$ cat config.mk
export PLATFORM = sky130hd
export DESIGN_NAME = mfc_counter
export DESIGN_NICKNAME = d
export VERILOG_FILES = /design/src/shared/mfc_pkg.sv /design/src/rtl/mfc_counter.sv
export VERILOG_INCLUDE_DIRS = /design/src /design/src/shared
export SDC_FILE = /design/constraint.sdc
export NUM_CORES = 1
export LEC_CHECK = 0
export BUFFER_PORTS_ARGS = -buffer_cell sky130_fd_sc_hd__buf_4
export CAP_MARGIN = 20
export CORE_UTILIZATION = 25
export CTS_BUF_LIST = sky130_fd_sc_hd__clkbuf_8
export DETAILED_ROUTE_END_ITERATION = 12
export SYNTH_ARGS = -nofsm -noshare
export SYNTH_HDL_FRONTEND = slang
export SYNTH_SLANG_ARGS = --single-unit
$ cat constraint.sdc
create_clock -name i_clk -period 12.5 [get_ports i_clk]
set_clock_uncertainty 0.05 [all_clocks]
set_input_delay 2.5 -clock i_clk [delete_from_list [all_inputs] [get_ports i_clk]]
set_output_delay 2.5 -clock i_clk [all_outputs]
set_load 0.1 [all_outputs]
$ cat src/shared/mfc_defs.svh
// Constants of the multiplying frequency counter
`ifndef MFC_DEFS_SVH
`define MFC_DEFS_SVH

`define MFC_CLK_HZ          100000000
`define MFC_REF_HZ_DEF      1000000
`define MFC_GATE_MS         100
`define MFC_GATE_CYC(f)     ((f) / 1000 * `MFC_GATE_MS)
`define MFC_DIV_LOW         100
`define MFC_DIV_MID         10
`define MFC_PRESCALE        10
`define MFC_PW_LONG_NS      10000
`define MFC_PW_SHORT_NS     1000
`define MFC_PW_LONG_CYC     (`MFC_PW_LONG_NS / 10)
`define MFC_PW_SHORT_CYC    (`MFC_PW_SHORT_NS / 10)
`define MFC_BLANK_CYC_DEF   50000000
`define MFC_MUX_CYC         100000
`define MFC_NDIG            6
`define MFC_CNT_W           24

`endif

$ cat src/shared/mfc_pkg.sv
// Types of the multiplying frequency counter
`default_nettype none
package mfc_pkg;
    typedef enum logic [1:0] {
        MFC_R_LOW  = 2'b00,
        MFC_R_MID  = 2'b01,
        MFC_R_HIGH = 2'b10,
        MFC_R_TOP  = 2'b11
    } mfc_range_t;

    typedef struct packed {
        logic [5:0] digit_en;
        logic [3:0] bcd;
        logic       dp;
        logic       blank;
    } mfc_disp_t;
endpackage
`default_nettype wire

$ cat src/rtl/mfc_counter.sv
// Multiplying frequency counter with multiplexed readout
// Overview of operation
// - Low two ranges multiply, high two count direct
// - Reference divided by 100 or 10, gated
// - Gated count held, then presets divider chain
// - Divider chain clocked by undivided reference
// - Multiplied pulses counted over 100 ms gate
// - Third range counts input over 0.1 s
// - Top range prescales input by ten first
// - Digits strobed one at a time
// - Decimal point set only by range
// - Cycle pulse 10 us, 1 us top range
// - Retriggerable timeout blanks readout when input stops
`timescale 1ns/1ps
`default_nettype none
`include "mfc_defs.svh"
module mfc_counter #(
    parameter int REF_HZ    = `MFC_REF_HZ_DEF,
    parameter int BLANK_CYC = `MFC_BLANK_CYC_DEF,
    parameter int GATE_CYC  = `MFC_GATE_MS * (`MFC_CLK_HZ / 1000),
    parameter int MUX_CYC   = `MFC_MUX_CYC
) (
    input  wire logic             i_clk,
    input  wire logic             i_rst,
    input  wire logic             i_ref_tick,
    input  wire logic             i_cycle_edge,
    input  wire logic [1:0]       i_range,
    output logic                  o_cycle_pulse,
    output mfc_pkg::mfc_disp_t    o_disp
);
    localparam int W = `MFC_CNT_W;

    // Binary to one BCD digit, picked by index
    function automatic logic [3:0] bcd_digit(input logic [W-1:0] v,
                                             input logic [2:0] idx);
        logic [W-1:0] t;
        t = v;
        for (int k = 0; k < 6; k++)
        begin
            if (k < int'(idx))
                t = t / W'(10);
        end
        return 4'(t % W'(10));
    endfunction

    mfc_pkg::mfc_range_t rng;
    logic mult_mode;
    assign rng = mfc_pkg::mfc_range_t'(i_range);
    assign mult_mode = (rng == mfc_pkg::MFC_R_LOW) ||
                       (rng == mfc_pkg::MFC_R_MID);

    // Cycle monostable state
    logic [15:0] pw_q, pw_d;
    // Blanking timeout
    logic [31:0] idle_q, idle_d;
    // Reference divider and period gate
    logic [6:0]  rdiv_q, rdiv_d;
    logic        per_gate_q, per_gate_d;
    logic [W-1:0] per_cnt_q, per_cnt_d;
    logic [W-1:0] hold_q, hold_d;
    // Presettable divider chain
    logic [W-1:0] pre_q, pre_d;
    // Prescaler and gate counter
    logic [3:0]  psc_q, psc_d;
    logic [31:0] gate_q, gate_d;
    logic [W-1:0] cnt_q, cnt_d;
    logic [W-1:0] disp_q, disp_d;
    // Digit strobe
    logic [31:0] mux_q, mux_d;
    logic [2:0]  dig_q, dig_d;
    mfc_pkg::mfc_disp_t out_q, out_d;

    logic        pulse_start;
    logic [15:0] pw_len;
    logic [6:0]  div_n;
    logic        div_tick;
    logic        mul_tick;
    logic        cnt_tick;
    logic        gate_end;
    logic        mux_wrap;

    // Monostable and blanking timeout
    always_comb
    begin
        pw_len = (rng == mfc_pkg::MFC_R_TOP) ? 16'(`MFC_PW_SHORT_CYC)
                                             : 16'(`MFC_PW_LONG_CYC);
        // Edges inside a running pulse are ignored, as in a monostable
        pulse_start = i_cycle_edge && (pw_q == 16'h0000);
        pw_d = pulse_start ? pw_len
             : (pw_q != 16'h0000) ? pw_q - 16'h0001 : pw_q;
        idle_d = pulse_start ? 32'h0000_0000
               : (idle_q != 32'(BLANK_CYC)) ? idle_q + 32'h0000_0001
               : idle_q;
    end

    always_ff @(posedge i_clk)
    begin
        if (i_rst)
        begin
            pw_q   <= 16'h0000;
            // Readout stays dark until the first input cycle is seen
            idle_q <= 32'(BLANK_CYC);
        end
        else
        begin
            pw_q   <= pw_d;
            idle_q <= idle_d;
        end
    end

    // Period gate and multiplier chain
    always_comb
    begin
        div_n = (rng == mfc_pkg::MFC_R_LOW) ? 7'(`MFC_DIV_LOW)
                                            : 7'(`MFC_DIV_MID);
        // A range change may leave the divider above its new end value
        div_tick = i_ref_tick && (rdiv_q >= div_n - 7'h01);
        rdiv_d = !i_ref_tick ? rdiv_q
               : div_tick ? 7'h00 : rdiv_q + 7'h01;
        per_gate_d = pulse_start ? !per_gate_q : per_gate_q;
        per_cnt_d = per_cnt_q;
        hold_d = hold_q;
        if (pulse_start && per_gate_q)
        begin
            // Gate spans one full input period, closing edge included,
            // so a steady input whose period is a whole number of divider ticks always yields the same held count
            hold_d = per_cnt_q + W'(div_tick);
            per_cnt_d = '0;
        end
        else if (pulse_start)
            per_cnt_d = '0;
        else if (per_gate_q && div_tick)
            per_cnt_d = per_cnt_q + W'(1);
        // Chain reloads itself; an empty holder keeps it parked at zero
        // rather than letting it wrap and stall for a full count
        mul_tick = i_ref_tick && (pre_q <= W'(1)) && (hold_q != '0);
        pre_d = !i_ref_tick ? pre_q
              : (pre_q <= W'(1)) ? hold_q : pre_q - W'(1);
    end

    always_ff @(posedge i_clk)
    begin
        if (i_rst)
        begin
            rdiv_q     <= 7'h00;
            per_gate_q <= 1'b0;
            per_cnt_q  <= '0;
            hold_q     <= '0;
            pre_q      <= '0;
        end
        else
        begin
            rdiv_q     <= rdiv_d;
            per_gate_q <= per_gate_d;
            per_cnt_q  <= per_cnt_d;
            hold_q     <= hold_d;
            pre_q      <= pre_d;
        end
    end

    // Prescaler, gate timer and gated counter
    always_comb
    begin
        psc_d = psc_q;
        if (pulse_start)
            psc_d = (psc_q == 4'(`MFC_PRESCALE - 1)) ? 4'h0
                                                     : psc_q + 4'h1;
        cnt_tick = mult_mode ? mul_tick
                 : (rng == mfc_pkg::MFC_R_TOP)
                   ? (pulse_start && psc_q == 4'(`MFC_PRESCALE - 1))
                   : pulse_start;
        gate_end = (gate_q == 32'(GATE_CYC - 1));
        gate_d = gate_end ? 32'h0000_0000 : gate_q + 32'h0000_0001;
        cnt_d = gate_end ? '0 : cnt_q + W'(cnt_tick);
        // The tick of the last gate cycle still counts towards the result
        disp_d = gate_end ? cnt_q + W'(cnt_tick) : disp_q;
    end

    always_ff @(posedge i_clk)
    begin
        if (i_rst)
        begin
            psc_q  <= 4'h0;
            gate_q <= 32'h0000_0000;
            cnt_q  <= '0;
            disp_q <= '0;
        end
        else
        begin
            psc_q  <= psc_d;
            gate_q <= gate_d;
            cnt_q  <= cnt_d;
            disp_q <= disp_d;
        end
    end

    // Digit strobe and readout register
    always_comb
    begin
        mux_wrap = (mux_q == 32'(MUX_CYC - 1));
        mux_d = mux_wrap ? 32'h0000_0000 : mux_q + 32'h0000_0001;
        dig_d = dig_q;
        if (mux_wrap)
            dig_d = (dig_q == 3'(`MFC_NDIG - 1)) ? 3'h0
                                                 : dig_q + 3'h1;
        out_d.digit_en = 6'h01 << dig_q;
        out_d.bcd      = bcd_digit(disp_q, dig_q);
        // Count is in tenths of Hz on lowest range, ten times coarser per range up to hundreds of Hz on top range
        out_d.dp       = (dig_q == 3'(i_range) + 3'h1);
        out_d.blank    = (idle_q == 32'(BLANK_CYC));
    end

    always_ff @(posedge i_clk)
    begin
        if (i_rst)
        begin
            mux_q <= 32'h0000_0000;
            dig_q <= 3'h0;
            out_q <= '{digit_en: 6'h00, bcd: 4'h0, dp: 1'b0, blank: 1'b1};
        end
        else
        begin
            mux_q <= mux_d;
            dig_q <= dig_d;
            out_q <= out_d;
        end
    end

    assign o_cycle_pulse = (pw_q != 16'h0000);
    assign o_disp = out_q;
endmodule
`default_nettype wire

* Word-level counts from Yosys, hierarchy flattened *
Index checks and enable logic that the tools add are counted.

cells by class
  add/subtract/negate cells = 13
  div/mod/pow operators = 7
  magnitude comparators = 8
  equality and inequality tests = 9
  shift operators = 1
  muxes and demuxes = 18
  reductions and logical operators = 19

operators by type and width
  cell                     number
  $mux W24                 7
  $div A24 B4 Y24 const B  6
  $add A32 B1 Y32 const B  3
  $mux W26                 2
  $add A24 B1 Y24          2
  $eq A32 B17 Y1 const B   1
  $eq A32 B24 Y1 const B   1
  $eq A32 B26 Y1 const B   1
  $mux W16                 2
  $ne A32 B26 Y1 const B   1
  $add A24 B1 Y24 const B  1
  $le A24 B1 Y1 const B    1
  $mod A24 B4 Y24 const B  1
  $reduce_bool A24 Y1      1
  $sub A24 B1 Y24 const B  1
  $logic_not A16 Y1        1
  $reduce_bool A16 Y1      1
  $sub A16 B1 Y16 const B  1
  $mux W7                  2
  $mux W10                 1
  $add A7 B1 Y7 const B    1
  $ge A7 B7 Y1             1
  $logic_and A1 B1 Y1      7
  $sub A7 B1 Y7 const B    1
  21 further kinds         28

word-level totals
  register bits after elaboration = 259
  bits of input ports = 6
  output and inout bits = 13
  word-level logic and storage cells = 93

* Longest topological paths before layout *
  word-level depth = 13
  depth in mapped cells = 49
  depth with buffers taken out = 37

* Worst setup path after synthesis *
Ideal clock, no wire load.

  path kind = register -> register
  from = register disp_q[21]
  to = register out_q, in the netlist o_disp[5]
  library setup time = 70 ps
  arrival = 9762 ps
  data required time = 12380 ps
  setup slack = 2617 ps
  cell stages (with the launch flop) = 42
  buffers on the path = 4
  period minus slack after synthesis = 9883 ps
  path through = dfxtp_1 > buf_6 > and2b_1 > buf_4 > xnor2_1 > a2111oi_4 > nor2_2 > o31ai_4 > a211oi_2 > nor2_1 > buf_2 > nand3_1 > a31oi_2 > nand2_2 > o211ai_1 > mux2_2 > o32a_1 > a211oi_2 > [... 6 more ...] > o32ai_1 > o31ai_1 > a211oi_1 > and2_1 > a311oi_2 > nand4_1 > o311ai_2 > a311oi_2 > a2111oi_4 > o21ai_1 > nand3_2 > nand2_1 > a2111o_1 > o2111a_1 > or2_2 > ha_1 > or3_1 > a21oi_1

between the ends
  word-level cells in the longest chain between the ends = 13

RTL lines
  element                 RTL line            RTL
  from (decl)             mfc_counter.sv:67   logic [W-1:0] disp_q, disp_d;
  from (signal assigned)  mfc_counter.sv:193  disp_q <= disp_d;
  $div A24 B4 Y24         mfc_counter.sv:41   t = t / W'(10);
  $mux W24 (*)            mfc_counter.sv:40   if (k < int'(idx))
  $div A24 B4 Y24         mfc_counter.sv:41
  $mux W24 (*)            mfc_counter.sv:40
  $div A24 B4 Y24         mfc_counter.sv:41
  $mux W24 (*)            mfc_counter.sv:40
  $div A24 B4 Y24         mfc_counter.sv:41
  $mux W24 (*)            mfc_counter.sv:40
  $div A24 B4 Y24         mfc_counter.sv:41
  $mux W24 (*)            mfc_counter.sv:40
  $div A24 B4 Y24         mfc_counter.sv:41
  $mux W24 (*)            mfc_counter.sv:40
  $mod A24 B4 Y24 (*)     mfc_counter.sv:43   return 4'(t % W'(10));
  to (signal assigned)    mfc_counter.sv:219  out_q <= '{digit_en: 6'h00, bcd: 4'h0, dp: 1'b0, blank: 1'b1};
  to (signal assigned)    mfc_counter.sv:225  out_q <= out_d;
  to (decl)               mfc_counter.sv:71   mfc_pkg::mfc_disp_t out_q, out_d;

Every way passes the cells marked *; elsewhere a longest branch is shown, timed or not.
A chain may end at the register's enable or synchronous reset.

* Worst setup path in the final report *
  from = register disp_q[19]
  to = register out_q, in the netlist o_disp[5]

Same word-level chain as after synthesis.

==> metrics <==
R2R Setup Slk 0.58 ns; Netlist cell types 146; Critical Path Start disp_q[19]; multi-input logic area 20060 sq um; die span in y 326.9 microns; detailed-route vias per instance 5.569; ys flop type dfxtp_1; CTS root buf clkbuf_8; Avg Cell Area, Syn 7.309 sq um; clock sink count 259; Final Setup Violations 0; worst min path class register to register; sequential share of the synthesized area 0.1965; Final nets 3571; antenna viol nets, final 0; CP Capture Type register; Net Sw Frac 0.3316; R2R Path Start disp_q[19]; Max VDD drop 118.7 uV; grt total ovfl 0; CTS H-tree depth 2; Yosys top cell area share 0.1965; Worst Path Max Fanout 37; Synth Register Bits 259; row count 118; NetSw 0.7691 mW; Critical R2R Capture o_disp[5]; Post-synth top cells nor2_1, nand2_1, dfxtp_1; initial core utilization 0.2536; Post-synth EDFFs 0; worst hold stages 2; Die ar. 106900 sq um; clock power share 0.347; combinational power share 0.235; LEAKAGE 9.844 nW; asr flop ratio synth 0; Synth Net Count 3641; FF-to-FF path depth 39; dpl ws 0.3938 ns; most frequent cell after synthesis nor2_1; sequential cell area 5189 sq um; I/O pin cnt 19; Worst-Skew Late Latency 0.62 ns; final hold vios 0; hold_sp pw_q[11]; DRC viols 0; sequential power share 0.418; CP dominant cell by count buf_4; Core Area 104100 sq um; first-pass GRT wire length 124500 microns; final WL 74660 microns; Die X 326.9 microns; pin count of the biggest net entering global routing 60; slowest cell on the critical path o41a_2; Startpoint Class register; via count 27600; Worst Hold End pw_q[11]; initial DRC count 2647; Synth Cell Area 26390 sq um; Slew Limit Fails 0; main area contributors after synthesis dfxtp_1, nor2_1, nand2_1; GP Congestion 0.9200; crit share post-route 0.9539; Arr. time, crit path 12.41 ns; final instance area 28960 sq um; number of fill cells 11340; setup ws final 0.5765 ns; DR WL/cell 15.07 microns; first drt pass iteration count 6; Detail Placement HPWL 53850 microns; worst slew pin tran 0.9513 ns; CTS clk-pin slew, worst paths 0.06 ns; Syn Inst Count 3611; # port buffers 18; share of layout cells above drive strength 1 0.1178; post-route minimum period 11.92 ns; Placed Area 27760 sq um; initial antenna violation count 0; cell accounting for the most synthesized area dfxtp_1; vias in the first global route 24840; max_cap viols 0; Clock Tree Buf Depth 3; CTS tree built; max_slew headroom 0.3658; gr usage total 0.1328; status finished, final reports clean; CTS buffer count 47; yosys warns 0; WP data required 12.99 ns; Setup CP Type register to register; P_int 1.551 mW; power density over the cells 80.10 nW/um^2; Layout area overhead 9.733%; fmax 83.87 MHz; slowest stage delay, CP 0.64 ns; Hold-fix buffers, CTS 0
==> what timing repair did <==
action                     4_1_cts  5_1_grt
setup endpoints to repair        0        4
gates resized for setup          0       37
setup buffers                    0       11
==> state kept, by name (all words and copies together) (netlist names), 16 cells and up <==
name	flops
gate_q	32
cnt_q	24
per_cnt_q	24
mux_q	32
pre_q	24
pw_q	16
idle_q	32
hold_q	24
disp_q	24
==> per-stage QoR <==
stage | hold slack (ns) | power (mW) | TNS [ns] | cells | utilization
after global routing | 0.4465 | 2.476 | -0.04241 | 4955 | 0.2782
after detailed placement | 0.4040 | 1.529 | 0 | 4860 | 0.2667
after global placement | 0.3985 | 1.520 | 0 | 4860 | 0.2667
final | 0.4084 | 2.320 | 0 | 4956 | 0.2782
after floorplan | 0.3799 | 1.413 | 0 | 3611 | -
after CTS | 0.4116 | 2.352 | 0 | 4943 | 0.2757
==> power groups by stage <==
| stage | combinational, mW | clock [mW] | sequential (mW) |
|---|---|---|---|
| floorplan | 0.432 | 0 | 0.981 |
| global placement | 0.536 | 0 | 0.984 |
| detailed placement | 0.544 | 0 | 0.985 |
| CTS | 0.546 | 0.838 | 0.968 |
| global route | 0.621 | 0.873 | 0.982 |
| finish | 0.545 | 0.806 | 0.969 |
==> placed cells by master, fill, tap and decap left out, types with 57 or more instances in the layout <==
master / instances
inv_1: 67
nor3_1: 103
a21oi_1: 213
xnor2_1: 91
dfxtp_1: 256
a211oi_1: 97
o21ai_0: 166
xor2_1: 108
and3_1: 58
nor2_1: 469
buf_4: 101
nand4_1: 57
nand2_1: 332
o211ai_1: 67
nand3_1: 156
==> worst max path at each step <==
stage / cells past startpoint / end
2_1_floorplan: 41 / o_disp[5]
3_3_place_gp: 36 / o_disp[5]
3_5_place_dp: 37 / o_disp[5]
4_1_cts: 37 / o_disp[5]
5_1_grt: 39 / o_disp[5]
6_report: 39 / o_disp[5]
==> routing by layer <==
metal,wire length (microns),vias up,part of all wire,GRT usage
met5,0,-,0,0
met3,4050,117,0.054,0.01635
met1,36610,12980,0.49,0.1937
li1,-,13670,-,-
met4,1292,0,0.017,0.02946
met2,32710,831,0.44,0.2065
==> worst max-delay path, delay by kind of cell, from the launching register on <==
kind            cells  cell delay, ns
simple gates        5            1.73
buf+inv             3            0.81
flops               1            0.33
compound gates     28            8.44
xor+xnor            1            0.18
fa+ha+maj           1            0.21
mux                 1            0.12
==> logic make-up (layout without fill, tap and decap cells) <==
group,after synthesis,count (layout),synth area share
xor gates and xnor gates,200,200,0.06665
muxes,70,70,0.02792
and+or+nand+nor,1497,1497,0.2770
AOI/OAI and AO/OA,1267,1267,0.3675
DFF,259,259,0.1965
adders and majority gates,32,32,0.01441
other,0,1,0
buffers and inverters,286,250,0.05011
==> final cells by class <==
cell class / instances / share of cell area
flip-flops and latches: 259 / 0.1792
repair buffers: 104 / 0.02795
inverters: 63 / 0.008165
clock buffers: 53 / 0.02519
diodes: 1 / 0.00008640
well taps: 1380 / 0.05962
clock inverters: 30 / 0.007215
multi-input cells: 3066 / 0.6926
Note: power is estimated with default switching activity, not from simulation.
